`src/mcu_exec_pkg.sv`:
```
// Package: opcodes, request carrier, register map and flag layout for the execute block
package mcu_exec_pkg;
   // ----------------------------------------
   // Widths
   // ----------------------------------------
   localparam int DADDR_W = 11;
   localparam int PADDR_W = 14;
   localparam int PAGE_W  = PADDR_W - 8;

   // ----------------------------------------
   // Register offsets (byte addresses)
   // ----------------------------------------
   localparam logic [7:0] REG_WORK   = 8'h00;
   localparam logic [7:0] REG_STATUS = 8'h04;
   localparam logic [7:0] REG_LOOKHI = 8'h08;
   localparam logic [7:0] REG_TBLPTR = 8'h0c;

   // ----------------------------------------
   // Status bit positions and reset values
   // ----------------------------------------
   localparam int ST_C  = 0;
   localparam int ST_NIB = 1;
   localparam int ST_Z   = 2;
   localparam int ST_SR  = 3;
   localparam int ST_PD  = 4;
   localparam int ST_TMO = 5;
   localparam logic [7:0] RST_BYTE = 8'h00;

   typedef enum logic [4:0] {
      OP_NOP   = 5'h00,
      OP_ADD_M = 5'h01,
      OP_ADC_M = 5'h02,
      OP_ADD_I = 5'h03,
      OP_ADD_TO_M = 5'h04,
      OP_ADC_TO_M = 5'h05,
      OP_AND_M = 5'h06,
      OP_AND_I = 5'h07,
      OP_AND_TO_M = 5'h08,
      OP_SWAP  = 5'h09,
      OP_SWAP_W = 5'h0a,
      OP_HALT  = 5'h0b,
      OP_CLRWDT = 5'h0c,
      OP_PRE1  = 5'h0d,
      OP_PRE2  = 5'h0e,
      OP_RDC   = 5'h0f,
      OP_RDL   = 5'h10,
      OP_SKIP  = 5'h11
   } op_e;

   typedef enum logic [1:0] {
      ST_IDLE   = 2'b01,
      ST_SECOND = 2'b10
   } state_e;

   typedef enum logic [1:0] {
      PRE_NONE = 2'h0,
      PRE_ONE  = 2'h1,
      PRE_TWO  = 2'h2
   } pre_e;

   typedef struct packed {
      op_e                op;
      logic [7:0]         mdata;
      logic [7:0]         imm;
      logic [DADDR_W-1:0] addr;
      logic [PAGE_W-1:0]  page;
      logic               skip;
      logic               prog_counter_low_wr;
   } exe_req_s;
endpackage

```
`src/mcu_alu_table_misc_exec.sv`:
```
// Execute unit for add, AND, table read and miscellaneous instructions
// Function
// - table read current page, two cycles
// - table read last page, two cycles, no flags
// - nibble swap to memory or working register
// - halt enters power down, updates flags
// - skip takes two cycles only when skipping
// - writes to prog_counter_low take two cycles
// - preclear pair clears flags only when consecutive
// - add with carry into working register
// - add memory byte into working register
// - add immediate into working register
// - add working register into memory byte
// - AND memory into working register, zero only
// - AND immediate into working register, zero only
// - watchdog clear resets counter and flags
//
// Design decisions made here: the Wishbone register port and the register addresses.
`timescale 1ns/100ps
module mcu_alu_table_misc_exec (
   // Clock and reset
   input  wire logic                            sys_clk_i,
   input  wire logic                            srst_i,
   // Wishbone slave
   input  wire logic                            wb_cyc_i,
   input  wire logic                            wb_stb_i,
   input  wire logic                            wb_we_i,
   input  wire logic [3:0]                      wb_sel_i,
   input  wire logic [7:0]                      wb_adr_i,
   input  wire logic [31:0]                     wb_dat_i,
   output logic      [31:0]                     wb_dat_o,
   output logic                                 wb_ack_o,
   // Instruction request from decode
   input  wire logic                            exe_valid_i,
   input  wire mcu_exec_pkg::exe_req_s          exe_req_i,
   output logic                                 exe_ready_o,
   output logic                                 exe_done_o,
   // Data memory write port
   output logic                                 mem_we_o,
   output logic [mcu_exec_pkg::DADDR_W-1:0]     mem_addr_o,
   output logic [7:0]                           mem_wdata_o,
   // Program memory read port, combinational read
   output logic                                 prog_rd_o,
   output logic [mcu_exec_pkg::PADDR_W-1:0]     prog_addr_o,
   input  wire logic [15:0]                     prog_data_i,
   // Watchdog and power control
   input  wire logic                            wdt_timeout_i,
   input  wire logic                            wake_i,
   output logic                                 wdt_clear_o,
   output logic                                 powerdown_o
);
   // ----------------------------------------
   // Declarations
   // ----------------------------------------
   mcu_exec_pkg::state_e   state_reg;
   mcu_exec_pkg::pre_e     pre_reg;
   mcu_exec_pkg::exe_req_s req_reg;
   logic [7:0]  working_register_reg;
   logic [7:0]  lookup_high_byte_reg;
   logic [7:0]  tbl_ptr_reg;
   logic        carry_reg;
   logic        nibble_carry_flag_reg;
   logic        zero_reg;
   logic        signed_range_flag_reg;
   logic        watchdog_timeout_flag_reg;
   logic        powerdown_flag_reg;
   logic        powerdown_reg;
   logic        done_reg;
   logic        wdt_clear_reg;
   logic        mem_we_reg;
   logic [mcu_exec_pkg::DADDR_W-1:0] mem_addr_reg;
   logic [7:0]  mem_wdata_reg;
   logic        prog_rd_reg;
   logic [mcu_exec_pkg::PADDR_W-1:0] prog_addr_reg;
   logic        ack_reg;
   logic [31:0] dat_reg;

   mcu_exec_pkg::op_e op;
   logic        accept;
   logic        two_cycle;
   logic        is_add;
   logic        is_and;
   logic        to_work;
   logic        to_mem;
   logic        table_op;
   logic        wdt_fire;
   logic [7:0]  opnd_b;
   logic        cin;
   logic [8:0]  sum9;
   logic [4:0]  half5;
   logic [7:0]  andv;
   logic [7:0]  swapv;
   logic [7:0]  result;
   logic        wb_wr;
   logic [7:0]  status_v;

   // ----------------------------------------
   // Decode and datapath
   // ----------------------------------------
   assign op          = exe_req_i.op;
   assign exe_ready_o = (state_reg == mcu_exec_pkg::ST_IDLE) && !powerdown_reg;
   assign accept      = exe_valid_i && exe_ready_o;
   assign table_op    = (op == mcu_exec_pkg::OP_RDC) || (op == mcu_exec_pkg::OP_RDL);
   assign two_cycle   = table_op
                      || ((op == mcu_exec_pkg::OP_SKIP) && exe_req_i.skip)
                      || exe_req_i.prog_counter_low_wr;
   assign is_add = (op == mcu_exec_pkg::OP_ADD_M) || (op == mcu_exec_pkg::OP_ADC_M)
                || (op == mcu_exec_pkg::OP_ADD_I) || (op == mcu_exec_pkg::OP_ADD_TO_M)
                || (op == mcu_exec_pkg::OP_ADC_TO_M);
   assign is_and = (op == mcu_exec_pkg::OP_AND_M) || (op == mcu_exec_pkg::OP_AND_I)
                || (op == mcu_exec_pkg::OP_AND_TO_M);
   assign to_mem = (op == mcu_exec_pkg::OP_ADD_TO_M) || (op == mcu_exec_pkg::OP_ADC_TO_M)
                || (op == mcu_exec_pkg::OP_AND_TO_M) || (op == mcu_exec_pkg::OP_SWAP);
   assign to_work = (is_add || is_and || (op == mcu_exec_pkg::OP_SWAP_W)) && !to_mem;

   assign opnd_b = ((op == mcu_exec_pkg::OP_ADD_I) || (op == mcu_exec_pkg::OP_AND_I))
                 ? exe_req_i.imm : exe_req_i.mdata;
   assign cin    = ((op == mcu_exec_pkg::OP_ADC_M) || (op == mcu_exec_pkg::OP_ADC_TO_M))
                 && carry_reg;
   assign sum9   = {1'b0, working_register_reg} + {1'b0, opnd_b} + {8'h00, cin};
   assign half5  = {1'b0, working_register_reg[3:0]} + {1'b0, opnd_b[3:0]} + {4'h0, cin};
   assign andv   = working_register_reg & opnd_b;
   assign swapv  = {exe_req_i.mdata[3:0], exe_req_i.mdata[7:4]};
   assign result = is_add ? sum9[7:0] : (is_and ? andv : swapv);

   // Alternate preclears only count when back to back
   assign wdt_fire = accept && ((op == mcu_exec_pkg::OP_CLRWDT)
                  || ((op == mcu_exec_pkg::OP_PRE1) && (pre_reg == mcu_exec_pkg::PRE_TWO))
                  || ((op == mcu_exec_pkg::OP_PRE2) && (pre_reg == mcu_exec_pkg::PRE_ONE)));

   // ----------------------------------------
   // Sequencing
   // ----------------------------------------
   always_ff @(posedge sys_clk_i) begin
      if (srst_i) begin
         state_reg <= mcu_exec_pkg::ST_IDLE;
      end else begin
         case (state_reg)
            mcu_exec_pkg::ST_IDLE: begin
               if (accept && two_cycle) begin
                  state_reg <= mcu_exec_pkg::ST_SECOND;
               end
            end
            mcu_exec_pkg::ST_SECOND: state_reg <= mcu_exec_pkg::ST_IDLE;
            default: state_reg <= mcu_exec_pkg::ST_IDLE;
         endcase
      end
   end

   always_ff @(posedge sys_clk_i) begin
      if (srst_i) begin
         req_reg  <= '0;
         done_reg <= 1'b0;
      end else begin
         if (accept) begin
            req_reg <= exe_req_i;
         end
         done_reg <= (accept && !two_cycle) || (state_reg == mcu_exec_pkg::ST_SECOND);
      end
   end

   // ----------------------------------------
   // Working register
   // ----------------------------------------
   always_ff @(posedge sys_clk_i) begin
      if (srst_i) begin
         working_register_reg <= mcu_exec_pkg::RST_BYTE;
      end else if (accept && to_work) begin
         working_register_reg <= result;
      end else if (wb_wr && (wb_adr_i == mcu_exec_pkg::REG_WORK)) begin
         working_register_reg <= wb_dat_i[7:0];
      end
   end

   // ----------------------------------------
   // Arithmetic flags; an executing instruction beats a software write
   // ----------------------------------------
   always_ff @(posedge sys_clk_i) begin
      if (srst_i) begin
         carry_reg             <= 1'b0;
         nibble_carry_flag_reg <= 1'b0;
         zero_reg              <= 1'b0;
         signed_range_flag_reg <= 1'b0;
      end else if (accept && is_add) begin
         carry_reg             <= sum9[8];
         nibble_carry_flag_reg <= half5[4];
         zero_reg              <= (sum9[7:0] == 8'h00);
         signed_range_flag_reg <= (working_register_reg[7] == opnd_b[7])
                               && (sum9[7] != working_register_reg[7]);
      end else if (accept && is_and) begin
         zero_reg <= (andv == 8'h00);
      end else if (wb_wr && (wb_adr_i == mcu_exec_pkg::REG_STATUS)) begin
         carry_reg             <= wb_dat_i[mcu_exec_pkg::ST_C];
         nibble_carry_flag_reg <= wb_dat_i[mcu_exec_pkg::ST_NIB];
         zero_reg              <= wb_dat_i[mcu_exec_pkg::ST_Z];
         signed_range_flag_reg <= wb_dat_i[mcu_exec_pkg::ST_SR];
      end
   end

   // ----------------------------------------
   // Watchdog flags and power down
   // ----------------------------------------
   always_ff @(posedge sys_clk_i) begin
      if (srst_i) begin
         pre_reg <= mcu_exec_pkg::PRE_NONE;
      end else if (accept) begin
         // A completed pair starts over, so a lone third preclear does nothing
         if ((op == mcu_exec_pkg::OP_PRE1) && !wdt_fire) begin
            pre_reg <= mcu_exec_pkg::PRE_ONE;
         end else if ((op == mcu_exec_pkg::OP_PRE2) && !wdt_fire) begin
            pre_reg <= mcu_exec_pkg::PRE_TWO;
         end else begin
            pre_reg <= mcu_exec_pkg::PRE_NONE;
         end
      end
   end

   always_ff @(posedge sys_clk_i) begin
      if (srst_i) begin
         watchdog_timeout_flag_reg <= 1'b0;
         powerdown_flag_reg        <= 1'b0;
         wdt_clear_reg             <= 1'b0;
      end else begin
         wdt_clear_reg <= wdt_fire;
         if (wdt_timeout_i) begin
            watchdog_timeout_flag_reg <= 1'b1;
         end else if (wdt_fire || (accept && (op == mcu_exec_pkg::OP_HALT))) begin
            watchdog_timeout_flag_reg <= 1'b0;
         end
         if (accept && (op == mcu_exec_pkg::OP_HALT)) begin
            powerdown_flag_reg <= 1'b1;
         end else if (wdt_fire) begin
            powerdown_flag_reg <= 1'b0;
         end
      end
   end

   always_ff @(posedge sys_clk_i) begin
      if (srst_i) begin
         powerdown_reg <= 1'b0;
      end else if (accept && (op == mcu_exec_pkg::OP_HALT)) begin
         powerdown_reg <= 1'b1;
      end else if (wake_i) begin
         powerdown_reg <= 1'b0;
      end
   end

   // ----------------------------------------
   // Data and program memory ports
   // ----------------------------------------
   always_ff @(posedge sys_clk_i) begin
      if (srst_i) begin
         mem_we_reg    <= 1'b0;
         mem_addr_reg  <= '0;
         mem_wdata_reg <= mcu_exec_pkg::RST_BYTE;
      end else if (accept && to_mem) begin
         mem_we_reg    <= 1'b1;
         mem_addr_reg  <= exe_req_i.addr;
         mem_wdata_reg <= result;
      end else if ((state_reg == mcu_exec_pkg::ST_SECOND)
                   && ((req_reg.op == mcu_exec_pkg::OP_RDC)
                   || (req_reg.op == mcu_exec_pkg::OP_RDL))) begin
         mem_we_reg    <= 1'b1;
         mem_addr_reg  <= req_reg.addr;
         mem_wdata_reg <= prog_data_i[7:0];
      end else begin
         mem_we_reg <= 1'b0;
      end
   end

   // Program memory is read combinationally in the second cycle
   always_ff @(posedge sys_clk_i) begin
      if (srst_i) begin
         prog_rd_reg          <= 1'b0;
         prog_addr_reg        <= '0;
         lookup_high_byte_reg <= mcu_exec_pkg::RST_BYTE;
      end else begin
         prog_rd_reg <= accept && table_op;
         if (accept && (op == mcu_exec_pkg::OP_RDC)) begin
            prog_addr_reg <= {exe_req_i.page, tbl_ptr_reg};
         end else if (accept && (op == mcu_exec_pkg::OP_RDL)) begin
            prog_addr_reg <= {{mcu_exec_pkg::PAGE_W{1'b1}}, tbl_ptr_reg};
         end
         if (prog_rd_reg) begin
            lookup_high_byte_reg <= prog_data_i[15:8];
         end
      end
   end

   // ----------------------------------------
   // Wishbone slave, one wait state
   // ----------------------------------------
   assign wb_wr = wb_cyc_i && wb_stb_i && wb_we_i && ack_reg && wb_sel_i[0];
   assign status_v = {2'b00, watchdog_timeout_flag_reg, powerdown_flag_reg,
                      signed_range_flag_reg, zero_reg, nibble_carry_flag_reg, carry_reg};

   always_ff @(posedge sys_clk_i) begin
      if (srst_i) begin
         tbl_ptr_reg <= mcu_exec_pkg::RST_BYTE;
      end else if (wb_wr && (wb_adr_i == mcu_exec_pkg::REG_TBLPTR)) begin
         tbl_ptr_reg <= wb_dat_i[7:0];
      end
   end

   always_ff @(posedge sys_clk_i) begin
      if (srst_i) begin
         ack_reg <= 1'b0;
         dat_reg <= '0;
      end else begin
         ack_reg <= wb_cyc_i && wb_stb_i && !ack_reg;
         case (wb_adr_i)
            mcu_exec_pkg::REG_WORK:   dat_reg <= {24'h000000, working_register_reg};
            mcu_exec_pkg::REG_STATUS: dat_reg <= {24'h000000, status_v};
            mcu_exec_pkg::REG_LOOKHI: dat_reg <= {24'h000000, lookup_high_byte_reg};
            mcu_exec_pkg::REG_TBLPTR: dat_reg <= {24'h000000, tbl_ptr_reg};
            default:                  dat_reg <= 32'h00000000;
         endcase
      end
   end

   assign wb_ack_o    = ack_reg;
   assign wb_dat_o    = dat_reg;
   assign exe_done_o  = done_reg;
   assign mem_we_o    = mem_we_reg;
   assign mem_addr_o  = mem_addr_reg;
   assign mem_wdata_o = mem_wdata_reg;
   assign prog_rd_o   = prog_rd_reg;
   assign prog_addr_o = prog_addr_reg;
   assign wdt_clear_o = wdt_clear_reg;
   assign powerdown_o = powerdown_reg;

   // ----------------------------------------
   // Assertions
   // ----------------------------------------
   property p_tbl_two;
      @(posedge sys_clk_i) disable iff (srst_i)
      (accept && (op == mcu_exec_pkg::OP_RDC)) |=> !exe_ready_o && prog_rd_o ##1 exe_done_o
         && mem_we_o;
   endproperty
   a_tbl_two: assert property (p_tbl_two) else $error("table read not two cycles");

   property p_tbl_last;
      @(posedge sys_clk_i) disable iff (srst_i)
      (accept && (op == mcu_exec_pkg::OP_RDL)) |=> (&prog_addr_o[mcu_exec_pkg::PADDR_W-1:8])
         && $stable(zero_reg) && $stable(carry_reg);
   endproperty
   a_tbl_last: assert property (p_tbl_last) else $error("last page read wrong");

   property p_swap;
      @(posedge sys_clk_i) disable iff (srst_i)
      (accept && (op == mcu_exec_pkg::OP_SWAP)) |=> mem_we_o && (mem_wdata_o == $past(swapv))
         && $stable(zero_reg);
   endproperty
   a_swap: assert property (p_swap) else $error("swap result wrong");

   property p_halt;
      @(posedge sys_clk_i) disable iff (srst_i)
      (accept && (op == mcu_exec_pkg::OP_HALT) && !wdt_timeout_i) |=> powerdown_o
         && powerdown_flag_reg && !watchdog_timeout_flag_reg && !exe_ready_o;
   endproperty
   a_halt: assert property (p_halt) else $error("halt did not power down");

   property p_noskip;
      @(posedge sys_clk_i) disable iff (srst_i)
      (accept && (op == mcu_exec_pkg::OP_SKIP) && !exe_req_i.skip
         && !exe_req_i.prog_counter_low_wr) |=> exe_done_o && exe_ready_o;
   endproperty
   a_noskip: assert property (p_noskip) else $error("unskipped skip not one cycle");

   property p_prog_counter_low;
      @(posedge sys_clk_i) disable iff (srst_i)
      (accept && exe_req_i.prog_counter_low_wr) |=> !exe_done_o && !exe_ready_o
         ##1 exe_done_o;
   endproperty
   a_prog_counter_low: assert property (p_prog_counter_low)
      else $error("prog_counter_low write not two cycles");

   property p_pre_lone;
      @(posedge sys_clk_i) disable iff (srst_i)
      (accept && (op == mcu_exec_pkg::OP_PRE1) && (pre_reg != mcu_exec_pkg::PRE_TWO)
         && !wdt_timeout_i) |=> $stable(watchdog_timeout_flag_reg)
         && $stable(powerdown_flag_reg) && !wdt_clear_o;
   endproperty
   a_pre_lone: assert property (p_pre_lone) else $error("lone preclear changed flags");

   property p_adc;
      @(posedge sys_clk_i) disable iff (srst_i)
      (accept && (op == mcu_exec_pkg::OP_ADC_M)) |=> (working_register_reg == $past(sum9[7:0]))
         && (carry_reg == $past(sum9[8])) && (zero_reg == ($past(sum9[7:0]) == 8'h00));
   endproperty
   a_adc: assert property (p_adc) else $error("add with carry wrong");

   property p_and;
      @(posedge sys_clk_i) disable iff (srst_i)
      (accept && (op == mcu_exec_pkg::OP_AND_M)) |=> (working_register_reg == $past(andv))
         && (zero_reg == ($past(andv) == 8'h00)) && $stable(carry_reg);
   endproperty
   a_and: assert property (p_and) else $error("and result or flags wrong");

   property p_clrwdt;
      @(posedge sys_clk_i) disable iff (srst_i)
      (accept && (op == mcu_exec_pkg::OP_CLRWDT) && !wdt_timeout_i) |=> wdt_clear_o
         && !watchdog_timeout_flag_reg && !powerdown_flag_reg;
   endproperty
   a_clrwdt: assert property (p_clrwdt) else $error("watchdog clear failed");

endmodule // mcu_alu_table_misc_exec

```
`config.mk`:
```
export PLATFORM = sky130hd
export DESIGN_NAME = mcu_alu_table_misc_exec
export DESIGN_NICKNAME = d
export VERILOG_FILES = /design/src/mcu_exec_pkg.sv /design/src/mcu_alu_table_misc_exec.sv
export SDC_FILE = /design/constraint.sdc
export NUM_CORES = 1
export LEC_CHECK = 0
export BUFFER_PORTS_ARGS = -buffer_cell sky130_fd_sc_hd__buf_2
export CAP_MARGIN = 20
export CORE_UTILIZATION = 40
export CTS_BUF_LIST = sky130_fd_sc_hd__clkbuf_8
export CTS_CLUSTER_SIZE = 16
export DETAILED_ROUTE_END_ITERATION = 8
export HOLD_SLACK_MARGIN = 0.08
export PLACE_DENSITY_LB_ADDON = 0.3
export SLEW_MARGIN = 20
export SYNTH_ARGS = -nofsm -noshare
export SYNTH_HDL_FRONTEND = slang
export SYNTH_SLANG_ARGS = --single-unit
```
`constraint.sdc`:
```
create_clock -name sys_clk_i -period 4.6 [get_ports sys_clk_i]
set_input_delay 0.92 -clock sys_clk_i [delete_from_list [all_inputs] [get_ports sys_clk_i]]
set_output_delay 0.92 -clock sys_clk_i [all_outputs]
set_load 0.02 [all_outputs]
```
* Word-level counts from Yosys, hierarchy flattened *
Index checks and enable logic that the tools add are counted.

word-level totals
  register bits = 121
  latch bits = 0
  memory bits (writable) = 0
  bits in read-only memories = 0
  bits of input ports = 108
  output and inout bits = 72
  logic and storage cells = 161
  memories kept = 0

operators by class
  add/sub/neg operators = 4
  multipliers = 0
  div/mod/pow operators = 0
  $lt $le $gt $ge = 0
  equal/unequal tests = 29
  shift-type cells = 0
  muxes and demuxes = 34
  bitwise gates (word level) = 2
  reduce and logical (&&, ||, !) cells = 69

operator list
  kind                  count
  $mux W8               7
  $eq A5 B4 Y1 const B  9
  $pmux W8 S4           1
  $logic_and A1 B1 Y1   30
  $mux W14              2
  $logic_not A8 Y1      3
  $mux W11              2
  $logic_or A1 B1 Y1    21
  $eq A5 B3 Y1 const B  4
  $mux W1               20
  $eq A8 B4 Y1 const B  2
  $eq A5 B5 Y1 const B  3
  $reduce_bool A2 Y1    7
  $eq A5 B2 Y1 const B  2
  $add A8 B8 Y9         1
  $add A9 B1 Y9         1
  $and A8 B8 Y8         1
  $eq A8 B3 Y1 const B  1
  $add A4 B4 Y5         1
  $add A5 B1 Y5         1
  $eq A5 B1 Y1 const B  1
  $logic_not A1 Y1      5
  $eq A2 B1 Y1 const B  2
  $eq A2 B2 Y1 const B  2
  8 further kinds       9

* Logic depth before layout (Yosys ltp) *
  word-level depth = 10
  depth in mapped cells = 14
  mapped depth without buffers = 13

* Worst setup path before layout *
OpenSTA, ideal clock, no wires.

  path type = input port to flip-flop
  start = input exe_req_i[36] (netlist name)
  end = register carry_reg
  library setup time = 134 ps
  arrival time = 3626 ps
  data required time = 4466 ps
  setup slack = 840 ps
  cell stages on the path = 13
  buffers on the path = 1
  cells stage by stage = clkbuf_1 > nand2_1 > nor3_2 > mux2_2 > inv_1 > fa_1 > inv_1 > fa_1 > a21o_1 > a41o_1 > a21o_1 > a211oi_1 > a211oi_1

on the way
  cells in the longest elaborated chain, start to end = 8
  elaborated cells between the ends (all ways) = 26
  those cells by class = add/sub (2); eq/ne (9); mux (2); reduce/logical (13)

RTL lines
  what                                                                   RTL line                        text
  start: declaration                                                     mcu_alu_table_misc_exec.sv:35   input wire mcu_exec_pkg::exe_req_s exe_req_i,
  parallel branches: the longest is 8 deep, another holds $add A8 B8 Y9  n/a
  end signal: assignment                                                 mcu_alu_table_misc_exec.sv:185  carry_reg <= sum9[8];
  end signal: assignment                                                 mcu_alu_table_misc_exec.sv:193  carry_reg <= wb_dat_i[mcu_exec_pkg::ST_C];
  end: declaration                                                       mcu_alu_table_misc_exec.sv:61   logic carry_reg;

Several ways; the timed one is not identified.
A chain may end at the register's enable or synchronous reset.

* Worst setup path in the final report *
  start = input exe_req_i[36] (netlist name)
  end = register working_register_reg[4]

on the way
  cells in the longest elaborated chain, start to end = 10
  elaborated cells between the ends (all ways) = 35
  those cells by class = add/sub (2); eq/ne (10); mux (4); bitwise (1); reduce/logical (18)

RTL lines
  what                                                                    RTL line                        text
  parallel branches: the longest is 10 deep, another holds $add A8 B8 Y9  n/a
  end signal: assignment                                                  mcu_alu_table_misc_exec.sv:167  working_register_reg <= mcu_exec_pkg::RST_BYTE;
  end signal: assignment                                                  mcu_alu_table_misc_exec.sv:169  working_register_reg <= result;
  end signal: assignment                                                  mcu_alu_table_misc_exec.sv:171  working_register_reg <= wb_dat_i[7:0];
  end: declaration                                                        mcu_alu_table_misc_exec.sv:58   logic [7:0] working_register_reg;

Several ways; the timed one is not identified.

==> summary.txt <==
Status
  – Status: completed

GRT
  – Largest net degree at the start of global routing: 38
  – GRT Total Usage: 0.214
  – GR Overflow Total: 0
  – First-pass GRT wire length: 21,400 microns
  – Vias in the first global route: 4,215
  – Initial antenna violation count: 1

Worst setup path
  – Arr. time, crit path: 3.89 ns
  – Crit path capture type: register
  – Worst path bufs/invs: 4
  – WS Path Type: in -> reg
  – CP top delay family: compound AO/OA/AOI/OAI gates
  – Worst path required time: 4.89 ns
  – Slowest cell on crit path: fa_1
  – Crit start category: primary input
  – Critical Path Max Stage Delay: 0.40 ns
  – Max FO, Critical Path: 14
  – Crit-path cells: buf_2 > nand2_1 > nor3_2 > buf_4 > mux2_2 > inv_1 > fa_1 > inv_1 > fa_1 > a21o_1 > a21oi_1 > xnor2_1 > mux2i_1 > nor2_1 > a211oi_1

Clocking
  – Worst-path clk slew: 0.09 ns
  – H-tree levels: 3
  – CTS Root Cell: clkbuf_8
  – # Post-CTS Setup Buffers: 0
  – Clock buffer depth: 2
  – Hold Buf Count CTS: 0
  – Clock Sinks: 97
  – Clock latency on the worst-skew pair: 0.39 ns
  – PostCTS Resize Cnt: 0
  – CTS tree: yes
  – CTS buffer count: 9

Routing
  – Vias per cell: 5.06
  – Detailed-routed wire length on met2: 5940 microns
  – Final wirelength: 13,100 microns
  – Initial drt markers: 257
  – Drt drc: 0
  – Wire length on met3: 931 microns
  – Final ANT Viol Nets: 0
  – Drt wl/cell: 15.3 microns
  – Via Count: 4,321
  – TritonRoute pass-1 iters: 5
  – Max layer used: met5
  – DRT met1 WL: 5960 microns

Synth
  – Seq cells post-synth: 97
  – Syn_area_per_cell: 8.70 sq um
  – Synthesized area: 4950 sq um
  – Seq/Total Area, Yosys: 0.392
  – Yosys warning count: 0
  – Fraction of registers with async set/reset: 0
  – Number of synthesized flops with an enable pin: 0
  – Post-synthesis cell count: 569
  – Synth Flop Type: dfxtp_1
  – Synth cell types: 58

Finish
  – Antenna diode count: 0
  – Layout cells sized above 1: 0.262
  – Area growth, synth to finish: 18.3%
  – Core Util, Final: 0.485
  – Max reg flops: 16
  – Layout Nets: 799

Floorplanning
  – Die ar.: 12,800 sq um
  – Site Rows: 40
  – Initial Utilization: 0.410
  – # IOs: 180
  – Die Y: 113 microns
  – Die Width: 113 microns
  – Core area: 12,100 sq um

STA
  – Final Max Tran Viols: 0
  – Tmin final: 3.60 ns
  – Slew @ Worst Pin: 0.854 ns
  – Clk_skew: 0.0164 ns
  – Final Hold Violating Endpoints: 0
  – Fmax: 0.278 GHz
  – Period utilization: 0.782
  – Slew HR: 0.427
  – RSZ-0062 raised after global routing: false
  – Final setup fails: 0
  – Setup TNS: 0 ns

Placement
  – Detailed placer's ending HPWL: 10,000 microns
  – GPL Wtd Cong: 0.866
  – I/O Buffers: 128

Power
  – PD cells: 298 nW/um^2
  – Leakage Power: 2.39 nW
  – Peak VDD IR: 0.000211 V

Run
  – Max-cap violations: 0

Min path
  – Hold Path Class: reg -> reg
logic make-up (layout without fill, tap and decap cells):
| family | Yosys count | count (layout) | synth area share |
|---|---|---|---|
| multiplexers | 72 | 72 | 0.149 |
| AO/OA/AOI/OAI | 110 | 110 | 0.149 |
| XOR/XNOR | 5 | 5 | 0.00885 |
| buffers and inverters | 64 | 158 | 0.0698 |
| flip-flops | 97 | 97 | 0.392 |
| AND/OR/NAND/NOR | 210 | 210 | 0.202 |
| other | 1 | 24 | 0.000758 |
| adder cells (fa/ha/maj) | 10 | 10 | 0.0283 |
layer usage:
layer | GRT usage | up-vias
met5 | 0 | -
met4 | 0.0728 | 2
met3 | 0.0648 | 17
met2 | 0.353 | 153
met1 | 0.266 | 1970
li1 | - | 2179
worst paths after layout:
path / from / cells after the start / slack (ns) / to
hold / removal: wb_ack_o$_SDFF_PP0_ / 1 / 0.46 / wb_ack_o$_SDFF_PP0_
setup / recovery: exe_req_i[36] / 15 / 1.00 / working_register_reg[4]$_SDFFE_PP0P_
hold reg to reg: wb_ack_o$_SDFF_PP0_ / 1 / 0.46 / wb_ack_o$_SDFF_PP0_
setup reg to reg: working_register_reg[0]$_SDFFE_PP0P_ / 8 / 2.15 / mem_wdata_o[5]$_SDFFE_PP0P_
worst reg2reg max path, delay by kind of cell, from the launching register on:
kind	cells	cell delay, ns
compound gates	3	0.79
fa+ha+maj	1	0.43
buf+inv	1	0.09
flops	1	0.43
mux	1	0.32
simple gates	2	0.31
area by class of cell:
class,count,area (sq um)
multi-input combinational,431,2750
clock inverter,3,46.3
inverter,6,22.5
fill,1198,6210
timing repair buffer,136,701
sequential,97,1940
clock buffer,13,179
tap,168,210
report_power, final:
part	total, mW	internal (mW)	switching [mW]	leakage, nW
Clock	0.607	0.312	0.295	0.112
Sequential	0.881	0.864	0.0168	0.787
Combinational	0.259	0.0965	0.162	1.49
through the flow:
step | total power [mW] | std cells | setup slack [ns] | hold WS, ns | instance area [sq um]
after global placement | 1.15 | 838 | 0.685 | 0.430 | 5630
after global routing | 1.83 | 854 | 0.793 | 0.475 | 5850
after CTS | 1.76 | 854 | 1.03 | 0.461 | 5850
after detailed placement | 1.16 | 838 | 0.622 | 0.447 | 5630
final | 1.75 | 854 | 1.00 | 0.456 | 5850
after floorplan | 1.08 | 592 | 0.840 | 0.434 | 5040
cells in the mapped netlist (all sizes together), types with 3 or more instances:
| master | n | area share |
|---|---|---|
| ha | 8 | 0.020 |
| nor3 | 15 | 0.017 |
| nor2 | 78 | 0.059 |
| mux2i | 58 | 0.12 |
| nand3b | 3 | 0.0045 |
| nand2 | 66 | 0.052 |
| clkbuf | 24 | 0.018 |
| nor4 | 5 | 0.0094 |
| inv | 6 | 0.0045 |
| mux2 | 14 | 0.032 |
| nand2b | 9 | 0.011 |
| xnor2 | 3 | 0.0053 |
| a222oi | 6 | 0.012 |
| buf | 34 | 0.047 |
| or3 | 5 | 0.0063 |
| a31oi | 4 | 0.0051 |
| o21ai | 7 | 0.0071 |
| a2111oi | 3 | 0.0066 |
| a211oi | 25 | 0.038 |
| a21o | 7 | 0.011 |
| dfxtp | 97 | 0.39 |
| nor3b | 4 | 0.0061 |
| a21oi | 46 | 0.049 |
| or2 | 3 | 0.0038 |
| nor2b | 5 | 0.0063 |
| nand3 | 6 | 0.0061 |
placed cells by master (no fill, tap or decap), drive strengths merged, types with 3 or more instances in the layout:
cell type / count
nand3b: 3
or3: 5
conb: 24
nor2b: 5
a21oi: 46
nor3b: 4
a21o: 7
clkbuf: 13
nor4: 5
o21ai: 7
nand2: 66
nand2b: 9
or2: 3
nand3: 6
mux2i: 58
nor3: 15
dfxtp: 97
inv: 6
a222oi: 6
xnor2: 3
mux2: 14
a31oi: 4
ha: 8
a211oi: 25
nor2: 78
a2111oi: 3
buf: 136
(Power assumes the default switching activity.)
